[config.mk]
export PLATFORM = sky130hd
export DESIGN_NAME = fmi_top
export DESIGN_NICKNAME = d
export VERILOG_FILES = /design/src/inc/fmi_pkg.sv /design/src/verilog/fmi_sync.sv /design/src/verilog/fmi_top.sv
export VERILOG_INCLUDE_DIRS = /design/src /design/src/inc
export SDC_FILE = /design/constraint.sdc
export NUM_CORES = 1
export LEC_CHECK = 0
export ABC_CLOCK_PERIOD_IN_PS = 3100
export BUFFER_PORTS_ARGS = -buffer_cell sky130_fd_sc_hd__buf_2
export CAP_MARGIN = 40
export CELL_PAD_IN_SITES_DETAIL_PLACEMENT = 2
export CELL_PAD_IN_SITES_GLOBAL_PLACEMENT = 2
export CORE_MARGIN = 4
export CORE_UTILIZATION = 36
export CTS_CLUSTER_DIAMETER = 80
export DETAILED_ROUTE_END_ITERATION = 12
export HOLD_SLACK_MARGIN = 0.03
export PLACE_DENSITY_LB_ADDON = 0.1
export SLEW_MARGIN = 20
export SYNTH_ARGS = -nofsm -noshare
export SYNTH_HDL_FRONTEND = slang
export SYNTH_HIERARCHICAL = 1
export SYNTH_SLANG_ARGS = --single-unit
[constraint.sdc]
create_clock -name ref_clk_i -period 3.1 [get_ports ref_clk_i]
set_clock_uncertainty 0.2 [all_clocks]
set_input_delay 0.62 -clock ref_clk_i [delete_from_list [all_inputs] [get_ports ref_clk_i]]
set_output_delay 0.62 -clock ref_clk_i [all_outputs]
set_load 0.005 [all_outputs]
[src/inc/fmi_regs.svh]
// Summary of operation
// Sixteen fault feedback lanes feed the fault manager and are readable as plain inputs.
// The fault manager holds the system execution state and gates the PWM outputs from lanes 0..15 and the interlock.
// An active enabled fault lane blocks the PWM outputs within 60 ns, 50 ns typical.
// Lanes idle low and are active high by default, and software may make each one active low.
// A software mask enables each fault lane on its own, and a disabled lane never triggers.
// The current fault flag of every source is readable from a fault values register.
// Asserting the active-low critical-fault input blocks the PWM outputs within 50 ns, 40 ns typical.
// An active-low critical-fault output reports the block's own internal fault condition.
// The interlock works both ways: internal faults go out, external triggers come in.
// The interlock is also carried over the inter-board link, at about 0.2 us per node.
// While a blocking fault is present all gated PWM outputs are driven low.
`ifndef FMI_REGS_SVH
`define FMI_REGS_SVH

// ----------------------------------------------------------------
// Register offsets (byte addresses)
// ----------------------------------------------------------------
`define FMI_ADDR_W 8
`define FMI_CTRL_OFS 8'h00
`define FMI_MASK_OFS 8'h04
`define FMI_POL_OFS 8'h08
`define FMI_VALUES_OFS 8'h0c
`define FMI_RAW_OFS 8'h10
`define FMI_LATCH_OFS 8'h14
`define FMI_STATUS_OFS 8'h18

// ----------------------------------------------------------------
// Field positions
// ----------------------------------------------------------------
`define FMI_CTRL_RUN_BIT 0
`define FMI_CTRL_ILK_EN_BIT 1
`define FMI_CTRL_LINK_EN_BIT 2
`define FMI_CTRL_CLR_BIT 8
`define FMI_SRC_EXT_BIT 16
`define FMI_SRC_LINK_BIT 17
`define FMI_STAT_BLOCK_BIT 3

// ----------------------------------------------------------------
// Reset values
// ----------------------------------------------------------------
`define FMI_CTRL_RST 3'h6
`define FMI_MASK_RST 16'hffff
`define FMI_POL_RST 16'h0000

// ----------------------------------------------------------------
// Timing
// ----------------------------------------------------------------
`define FMI_CLK_PERIOD_PS 8000
`define FMI_LANE_BLOCK_MAX_NS 60
`define FMI_EXT_BLOCK_MAX_NS 50
`define FMI_LINK_HOP_NS 200
`define FMI_LANE_BLOCK_CYC ((`FMI_LANE_BLOCK_MAX_NS * 1000) / `FMI_CLK_PERIOD_PS)
`define FMI_EXT_BLOCK_CYC ((`FMI_EXT_BLOCK_MAX_NS * 1000) / `FMI_CLK_PERIOD_PS)

`endif

[src/inc/fmi_pkg.sv]
package fmi_pkg;

  // ----------------------------------------------------------------
  // Execution states of the fault manager
  // ----------------------------------------------------------------
  typedef enum logic [2:0] {
    FMI_IDLE = 3'b001,
    FMI_RUN = 3'b010,
    FMI_FAULT = 3'b100
  } fmi_state_t;

  // AXI response codes
  typedef enum logic [1:0] {
    FMI_RESP_OKAY = 2'b00,
    FMI_RESP_SLVERR = 2'b10
  } fmi_resp_t;

endpackage

[src/verilog/fmi_sync.sv]
`timescale 1ns/1ps
`default_nettype none

// ----------------------------------------------------------------
// Two-stage synchroniser bank for asynchronous pins
// ----------------------------------------------------------------
module fmi_sync #(
  parameter int W = 18
) (
  // Clock and control
  input wire logic clk_i,
  input wire logic rst_n_i,
  input wire logic en_i,
  // Data
  input wire logic [W-1:0] d_i,
  output logic [W-1:0] q_o
);

  logic [W-1:0] meta_r;
  logic [W-1:0] sync_r;

  // First stage is read only by the second stage
  always_ff @(posedge clk_i or negedge rst_n_i) begin
    if (!rst_n_i) begin
      meta_r <= '0;
      sync_r <= '0;
    end else if (en_i) begin
      meta_r <= d_i;
      sync_r <= meta_r;
    end
  end

  assign q_o = sync_r;

endmodule
`default_nettype wire

[src/verilog/fmi_top.sv]
`timescale 1ns/1ps
`default_nettype none
`include "fmi_regs.svh"

module fmi_top #(
  parameter int LANES = 16,
  parameter int PWM_W = 32
) (
  // Clock, reset, enable
  input wire logic ref_clk_i,
  input wire logic rst_n_i,
  input wire logic ce_i,
  // AXI4-Lite write address
  input wire logic [`FMI_ADDR_W-1:0] s_axi_awaddr_i,
  input wire logic s_axi_awvalid_i,
  output logic s_axi_awready_o,
  // AXI4-Lite write data
  input wire logic [31:0] s_axi_wdata_i,
  input wire logic [3:0] s_axi_wstrb_i,
  input wire logic s_axi_wvalid_i,
  output logic s_axi_wready_o,
  // AXI4-Lite write response
  output logic [1:0] s_axi_bresp_o,
  output logic s_axi_bvalid_o,
  input wire logic s_axi_bready_i,
  // AXI4-Lite read address
  input wire logic [`FMI_ADDR_W-1:0] s_axi_araddr_i,
  input wire logic s_axi_arvalid_i,
  output logic s_axi_arready_o,
  // AXI4-Lite read data
  output logic [31:0] s_axi_rdata_o,
  output logic [1:0] s_axi_rresp_o,
  output logic s_axi_rvalid_o,
  input wire logic s_axi_rready_i,
  // Fault pins and link interlock
  input wire logic [LANES-1:0] fault_feedback_lanes_i,
  input wire logic ext_critical_fault_in_n_i,
  input wire logic link_fault_i,
  output logic critical_fault_out_n_o,
  output logic link_fault_o,
  // PWM path
  input wire logic [PWM_W-1:0] pwm_i,
  output logic [PWM_W-1:0] pwm_o
);

  localparam int SRC = LANES + 2;

  // ----------------------------------------------------------------
  // Helpers
  // ----------------------------------------------------------------

  // Byte-lane merge of a write into a stored word
  function automatic logic [31:0] strb_merge(input logic [31:0] old,
                                             input logic [31:0] data,
                                             input logic [3:0] strb);
    logic [31:0] res;
    res = old;
    for (int i = 0; i < 4; i++) begin
      if (strb[i]) begin
        res[i*8 +: 8] = data[i*8 +: 8];
      end
    end
    return res;
  endfunction

  // Address lies inside the register map
  function automatic logic addr_hit(input logic [`FMI_ADDR_W-1:0] a);
    return (a == `FMI_CTRL_OFS) || (a == `FMI_MASK_OFS) || (a == `FMI_POL_OFS) ||
           (a == `FMI_VALUES_OFS) || (a == `FMI_RAW_OFS) || (a == `FMI_LATCH_OFS) ||
           (a == `FMI_STATUS_OFS);
  endfunction

  // ----------------------------------------------------------------
  // Pin synchronisation
  // ----------------------------------------------------------------
  logic [SRC-1:0] pin_raw;
  logic [SRC-1:0] pin_sync;
  logic [LANES-1:0] lane_lvl;
  logic ext_act;
  logic link_act;

  // Inverting the interlock before the first stage keeps its reset value harmless
  assign pin_raw = {link_fault_i, ~ext_critical_fault_in_n_i, fault_feedback_lanes_i};

  fmi_sync #(
    .W(SRC)
  ) u_sync (
    .clk_i(ref_clk_i),
    .rst_n_i(rst_n_i),
    .en_i(ce_i),
    .d_i(pin_raw),
    .q_o(pin_sync)
  );

  assign lane_lvl = pin_sync[LANES-1:0];
  assign ext_act = pin_sync[`FMI_SRC_EXT_BIT];
  assign link_act = pin_sync[`FMI_SRC_LINK_BIT];

  // ----------------------------------------------------------------
  // Registers and state
  // ----------------------------------------------------------------
  logic [2:0] ctrl_r;
  logic [2:0] ctrl_nxt;
  logic [LANES-1:0] mask_r;
  logic [LANES-1:0] mask_nxt;
  logic [LANES-1:0] pol_r;
  logic [LANES-1:0] pol_nxt;
  logic [SRC-1:0] lat_r;
  logic [SRC-1:0] lat_nxt;
  fmi_pkg::fmi_state_t state_r;
  fmi_pkg::fmi_state_t state_nxt;
  logic [PWM_W-1:0] pwm_r;
  logic [PWM_W-1:0] pwm_nxt;
  logic flt_out_n_r;
  logic link_out_r;
  logic block_r;

  // ----------------------------------------------------------------
  // Fault sources
  // ----------------------------------------------------------------
  logic [LANES-1:0] lane_act;
  logic [LANES-1:0] lane_trig;
  logic [SRC-1:0] src_act;
  logic [SRC-1:0] src_trig;
  logic int_fault;
  logic fault_now;
  logic block;

  // Polarity bit set means the lane is active low
  assign lane_act = lane_lvl ^ pol_r;
  // A masked lane still shows its flag but never trips the manager
  assign lane_trig = lane_act & mask_r;
  assign src_act = {link_act, ext_act, lane_act};
  assign src_trig = {link_act & ctrl_r[`FMI_CTRL_LINK_EN_BIT],
                     ext_act & ctrl_r[`FMI_CTRL_ILK_EN_BIT],
                     lane_trig};
  // Only own lanes count as internal, so a ring of boards cannot latch itself up
  assign int_fault = |lane_trig || |lat_r[LANES-1:0];
  assign fault_now = |src_trig;
  assign block = fault_now || (state_nxt != fmi_pkg::FMI_RUN);

  // ----------------------------------------------------------------
  // AXI4-Lite slave
  // ----------------------------------------------------------------
  logic awready_r;
  logic wready_r;
  logic bvalid_r;
  logic [1:0] bresp_r;
  logic arready_r;
  logic rvalid_r;
  logic [1:0] rresp_r;
  logic [31:0] rdata_r;
  logic aw_got_r;
  logic w_got_r;
  logic [`FMI_ADDR_W-1:0] aw_addr_r;
  logic [31:0] w_data_r;
  logic [3:0] w_strb_r;

  // Handshakes and write decode
  wire aw_hs = s_axi_awvalid_i && awready_r;
  wire w_hs = s_axi_wvalid_i && wready_r;
  wire ar_hs = s_axi_arvalid_i && arready_r;
  wire do_wr = aw_got_r && w_got_r && !bvalid_r;
  wire wr_ctrl = do_wr && (aw_addr_r == `FMI_CTRL_OFS);
  wire wr_mask = do_wr && (aw_addr_r == `FMI_MASK_OFS);
  wire wr_pol = do_wr && (aw_addr_r == `FMI_POL_OFS);
  wire wr_lat = do_wr && (aw_addr_r == `FMI_LATCH_OFS);
  wire [31:0] ctrl_wr = strb_merge({8'h00, 8'h00, 8'h00, 5'h00, ctrl_r}, w_data_r, w_strb_r);
  wire [31:0] mask_wr = strb_merge({16'h0000, mask_r}, w_data_r, w_strb_r);
  wire [31:0] pol_wr = strb_merge({16'h0000, pol_r}, w_data_r, w_strb_r);
  wire [31:0] lat_wr = strb_merge(32'h0000_0000, w_data_r, w_strb_r);
  wire clr_all = wr_ctrl && ctrl_wr[`FMI_CTRL_CLR_BIT];
  wire [SRC-1:0] lat_clr = clr_all ? {SRC{1'b1}} : (wr_lat ? lat_wr[SRC-1:0] : '0);

  // Channel flow: each address/data channel takes one item per transaction
  wire aw_got_nxt = (aw_got_r || aw_hs) && !do_wr;
  wire w_got_nxt = (w_got_r || w_hs) && !do_wr;
  wire bvalid_nxt = do_wr || (bvalid_r && !s_axi_bready_i);
  wire rvalid_nxt = ar_hs || (rvalid_r && !s_axi_rready_i);

  // Read data selection
  logic [31:0] rd_mux;
  assign rd_mux =
    (s_axi_araddr_i == `FMI_CTRL_OFS) ? {29'h0000_0000, ctrl_r} :
    (s_axi_araddr_i == `FMI_MASK_OFS) ? {16'h0000, mask_r} :
    (s_axi_araddr_i == `FMI_POL_OFS) ? {16'h0000, pol_r} :
    (s_axi_araddr_i == `FMI_VALUES_OFS) ? {14'h0000, src_act} :
    (s_axi_araddr_i == `FMI_RAW_OFS) ? {16'h0000, lane_lvl} :
    (s_axi_araddr_i == `FMI_LATCH_OFS) ? {14'h0000, lat_r} :
    (s_axi_araddr_i == `FMI_STATUS_OFS) ? {28'h000_0000, block_r, state_r} :
    32'h0000_0000;

  // Address and data holding
  always_ff @(posedge ref_clk_i or negedge rst_n_i) begin
    if (!rst_n_i) begin
      aw_got_r <= 1'b0;
      w_got_r <= 1'b0;
      aw_addr_r <= '0;
      w_data_r <= 32'h0000_0000;
      w_strb_r <= 4'h0;
    end else if (ce_i) begin
      aw_got_r <= aw_got_nxt;
      w_got_r <= w_got_nxt;
      if (aw_hs) aw_addr_r <= s_axi_awaddr_i;
      if (w_hs) w_data_r <= s_axi_wdata_i;
      if (w_hs) w_strb_r <= s_axi_wstrb_i;
    end
  end

  // Ready and response flags, all straight from flops
  always_ff @(posedge ref_clk_i or negedge rst_n_i) begin
    if (!rst_n_i) begin
      awready_r <= 1'b0;
      wready_r <= 1'b0;
      bvalid_r <= 1'b0;
      bresp_r <= 2'b00;
      arready_r <= 1'b0;
      rvalid_r <= 1'b0;
    end else if (ce_i) begin
      awready_r <= !aw_got_nxt && !bvalid_nxt;
      wready_r <= !w_got_nxt && !bvalid_nxt;
      bvalid_r <= bvalid_nxt;
      if (do_wr) bresp_r <= addr_hit(aw_addr_r) ? fmi_pkg::FMI_RESP_OKAY :
                                                  fmi_pkg::FMI_RESP_SLVERR;
      arready_r <= !rvalid_nxt;
      rvalid_r <= rvalid_nxt;
    end
  end

  // Read data captured when the address is taken
  always_ff @(posedge ref_clk_i or negedge rst_n_i) begin
    if (!rst_n_i) begin
      rdata_r <= 32'h0000_0000;
      rresp_r <= 2'b00;
    end else if (ce_i && ar_hs) begin
      rdata_r <= rd_mux;
      rresp_r <= addr_hit(s_axi_araddr_i) ? fmi_pkg::FMI_RESP_OKAY :
                                            fmi_pkg::FMI_RESP_SLVERR;
    end
  end

  // ----------------------------------------------------------------
  // Configuration and sticky flags
  // ----------------------------------------------------------------

  // Run is dropped by hardware on a trip so software must re-arm on purpose
  always_comb begin
    ctrl_nxt = wr_ctrl ? ctrl_wr[2:0] : ctrl_r;
    if (state_r == fmi_pkg::FMI_RUN && fault_now) begin
      ctrl_nxt[`FMI_CTRL_RUN_BIT] = 1'b0;
    end
  end

  assign mask_nxt = wr_mask ? mask_wr[LANES-1:0] : mask_r;
  assign pol_nxt = wr_pol ? pol_wr[LANES-1:0] : pol_r;
  // An enabled source active in the clearing cycle keeps its flag set
  assign lat_nxt = (lat_r & ~lat_clr) | src_trig;

  always_ff @(posedge ref_clk_i or negedge rst_n_i) begin
    if (!rst_n_i) begin
      ctrl_r <= `FMI_CTRL_RST;
      mask_r <= `FMI_MASK_RST;
      pol_r <= `FMI_POL_RST;
      lat_r <= '0;
    end else if (ce_i) begin
      ctrl_r <= ctrl_nxt;
      mask_r <= mask_nxt;
      pol_r <= pol_nxt;
      lat_r <= lat_nxt;
    end
  end

  // ----------------------------------------------------------------
  // Execution state
  // ----------------------------------------------------------------

  // Leaving FAULT needs every sticky flag cleared and no enabled source active
  always_comb begin
    state_nxt = state_r;
    unique case (state_r)
      fmi_pkg::FMI_IDLE: begin
        if (ctrl_r[`FMI_CTRL_RUN_BIT] && !fault_now && lat_r == '0) begin
          state_nxt = fmi_pkg::FMI_RUN;
        end
      end
      fmi_pkg::FMI_RUN: begin
        if (fault_now) begin
          state_nxt = fmi_pkg::FMI_FAULT;
        end else if (!ctrl_r[`FMI_CTRL_RUN_BIT]) begin
          state_nxt = fmi_pkg::FMI_IDLE;
        end
      end
      fmi_pkg::FMI_FAULT: begin
        if (!fault_now && lat_r == '0) begin
          state_nxt = fmi_pkg::FMI_IDLE;
        end
      end
      default: begin
        state_nxt = fmi_pkg::FMI_FAULT;
      end
    endcase
  end

  always_ff @(posedge ref_clk_i or negedge rst_n_i) begin
    if (!rst_n_i) begin
      state_r <= fmi_pkg::FMI_IDLE;
    end else if (ce_i) begin
      state_r <= state_nxt;
    end
  end

  // ----------------------------------------------------------------
  // PWM gate and interlock outputs
  // ----------------------------------------------------------------

  // Two sync stages plus this flop give three cycles, well inside both budgets
  assign pwm_nxt = block ? '0 : pwm_i;

  always_ff @(posedge ref_clk_i or negedge rst_n_i) begin
    if (!rst_n_i) begin
      pwm_r <= '0;
      block_r <= 1'b1;
      flt_out_n_r <= 1'b1;
      link_out_r <= 1'b0;
    end else if (ce_i) begin
      pwm_r <= pwm_nxt;
      block_r <= block;
      flt_out_n_r <= !int_fault;
      link_out_r <= int_fault;
    end
  end

  // ----------------------------------------------------------------
  // Output drive
  // ----------------------------------------------------------------
  assign s_axi_awready_o = awready_r;
  assign s_axi_wready_o = wready_r;
  assign s_axi_bvalid_o = bvalid_r;
  assign s_axi_bresp_o = bresp_r;
  assign s_axi_arready_o = arready_r;
  assign s_axi_rvalid_o = rvalid_r;
  assign s_axi_rresp_o = rresp_r;
  assign s_axi_rdata_o = rdata_r;
  assign pwm_o = pwm_r;
  assign critical_fault_out_n_o = flt_out_n_r;
  assign link_fault_o = link_out_r;

endmodule
`default_nettype wire
==> flow_summary.toml <==
[synth]
postSynthAreaPerCell_um2 = 12.30
synth_seq_area_share_pct = 53.39
ys_ff_latch = 183
syn_inst = 701
syn-cell-area_mm2 = 0.008626
yosys_warnings = 6
ys_types = 54
synth_edf_count = 0
synthArstFlopShare_pct = 100.0
ys.flop_type = "dfrtp_1"

[routing]
vias_per_cell = 5.436
ant_nets = 0
wirelength_um = 27650
vias = 6496
drtPass1Iterations = 5
wire_per_inst_um = 23.14
drt_iter0_drc = 282
drc = 0

[clock_network]
cts_setup_buffers = 0
clock_path_buffers = 2
root_buffer = "clkbuf_16"
cts_tree = "done"
cts-htree-levels = 4
clkSinkCount = 183
clk_latency_ns = 0.44
cts_resized = 0
cts.clk_slew.worst_paths_ns = 0.08
cts_inserted_buffers = 17

[final_layout]
n_fill_cell = 2485
drive_gt1_share_pct = 42.56
area_growth_pct = 20.55
num-nets-final = 971
design_area_mm2 = 0.01040
layout.cells.non_filler = 1195

[min_path]
hold_path_end = "pwm_o[30]"
hp-class = "in2reg"
min-delay-start = "pwm_i[30]"
hold_depth = 2

[critical_path]
worstSetupPathType = "reg2reg"
worst_path_most_repeated_cell = "nor4_4"
slowest_stage = "or4_4"
r2r_start = "aw_addr_r[0]"
crit_chain = "or4_4, nor4_4, nand2_2, nor4_4, buf_4, a21oi_1, a32o_1"
worst-r2r-setup-slack_ns = 0.32
endpoint_kind = "flip-flop"
worstReg2RegEnd = "lat_r[5]"
critical_path_arrival_ns = 2.89
crit_path_max_fanout = 15
cp_slowest_stage_delay_ns = 0.57
path_delay_family = "simple AND/OR/NAND/NOR gates"
worstSetupStartpointType = "flip-flop"
crit_buf_inv = 1
rr_worst_depth = 7
worstSetupStartpoint = "aw_addr_r[0]"
crit_required_ns = 3.21

[global_routing]
grt_overflow = 0
antenna_found_initial = 1
grt_max_degree = 62
grtUsageTotal_pct = 21.17
grt_pass1_vias = 7594
grt_pass1_wl_um = 43730

[die]
fp-row-count = 56
start_util_pct = 36.64
die_h_um = 162.8
boundaryPins = 185
core_area_mm2 = 0.02354
die-width_um = 162.8
design.die.area_mm2 = 0.02650

[timing]
max_freq_mhz = 359.1
max-slew-margin-rel_pct = 49.93
holdWs_ns = 0.2114
fin_crit_sh_pct = 89.83
fin_ws_ns = 0.3153
rsz0062_at_grt = "no"
finalCriticalPeriod_ns = 2.785
setup_tns_ns = 0
slew_viol_final = 0
hold_viol_final = 0
tightestPinTransition_ns = 0.7510
setup_viol = 0

[placed_design]
place_ws_ns = 0.3966
place_congestion = 0.8169
port_buffers = 153
dp_hpwl_um = 19350
postPlaceCellArea_mm2 = 0.009756
dp_cells = 1160

[outcome]
status = "completed"

[power_and_ir_drop]
irDropWorstVdd_uv = 348.5
leakage_nw = 4.897
power.density_mw_per_mm2 = 652.1

[run]
cap_violations = 0
[flip-flops by register name, summed over array words and instances (netlist names), 8 cells and up]
name / flops
pwm_o: 32
lat_r: 18
s_axi_rdata_o: 18
u_sync/meta_r: 18
u_sync/q_o: 18
w_data_r: 18
mask_r: 16
pol_r: 16
aw_addr_r: 8
[metal layers]
layer	global-route usage, %	part of all wire (%)
met1	25.81	41
met5	0	0
met3	3.797	4.4
met2	38.28	54
met4	6.176	1.1
[layout by cell type (no fill, tap or decap), drive strengths merged, types with 24 or more instances in the layout]
cell	count
buf	178
dfrtp	162
mux2	99
nor2b	38
a31o	33
a21oi	32
nand2	32
a22oi	30
o21ai	24
[report_power, final]
part | switching [mW] | total (mW) | internal [mW]
registers | 0.504 | 3.32 | 2.81
logic | 0.535 | 1.11 | 0.575
clock network | 1.04 | 2.35 | 1.31
total | 2.08 | 6.78 | 4.70
[stage by stage]
| step | util [%] | total power, mW |
|---|---|---|
| after floorplan | - | 3.898 |
| after global placement | 41.44 | 4.353 |
| after detailed placement | 41.44 | 4.457 |
| after CTS | 44.15 | 6.875 |
| after global routing | 44.16 | 7.142 |
| final | 44.17 | 6.781 |
[Yosys cell counts, types with 3 or more instances]
cell | count | area share (%)
a31oi_1 | 4 | 0.29
buf_4 | 16 | 1.4
nor3_1 | 5 | 0.29
o21ai_0 | 24 | 1.4
a22oi_1 | 30 | 2.6
nand3_1 | 10 | 0.58
nor2b_1 | 38 | 2.8
mux2_2 | 69 | 9.0
nand2b_1 | 3 | 0.22
or2_2 | 4 | 0.29
a21oi_1 | 32 | 1.9
xor2_1 | 21 | 2.1
a32o_1 | 21 | 2.4
clkbuf_1 | 22 | 0.96
buf_2 | 4 | 0.23
o22ai_1 | 11 | 0.80
buf_12 | 3 | 0.70
a22o_1 | 18 | 1.8
nor4_1 | 6 | 0.44
and3_1 | 6 | 0.44
nand4_1 | 5 | 0.36
dfrtp_1 | 162 | 47
nand2_1 | 31 | 1.3
a31o_2 | 33 | 3.4
mux2_4 | 30 | 5.2
nor2_1 | 16 | 0.70
mux2i_1 | 4 | 0.46
dfstp_2 | 21 | 6.4
inv_1 | 9 | 0.39
xnor2_1 | 8 | 0.81
buf_1 | 6 | 0.26
[worst max path at each step]
stage / endpoint / slack [ns] / cells after the start
2_1_floorplan: lat_r[5] / 0.68 / 7
3_3_place_gp: lat_r[3] / 0.50 / 7
3_5_place_dp: lat_r[9] / 0.40 / 7
5_1_grt: pwm_o[23] / 0.17 / 6
4_1_cts: lat_r[5] / 0.30 / 7
6_report: lat_r[5] / 0.32 / 7
[cells by family (layout without fill, tap and decap cells)]
family | Yosys count | in the layout | share of synthesized area, %
XOR/XNOR | 29 | 29 | 2.945
flip-flops | 183 | 183 | 53.39
buffers and inverters | 62 | 220 | 4.192
AO/OA/AOI/OAI | 190 | 190 | 16.20
other | 1 | 18 | 0.04347
multiplexers | 103 | 103 | 14.69
AND/OR/NAND/NOR | 133 | 133 | 8.529
[timing repair]
item	in CTS	in global routing
hold buffers	1	0
endpoints found under the setup margin	0	0
hold endpoints to repair	48	0
[area by class of cell]
cell class	count	area, µm²	share of cell area [%]
Multi-Input combinational cell	471	3730	35.87
Timing Repair Buffer	179	997.2	9.590
Clock inverter	15	202.7	1.949
Sequential cell	183	4606	44.29
Tap cell	319	399.1	3.838
Clock buffer	17	425.4	4.091
Antenna cell	2	5.005	0.04813
Inverter	9	33.78	0.3249
No activity file was read; power rests on OpenSTA's default activity.
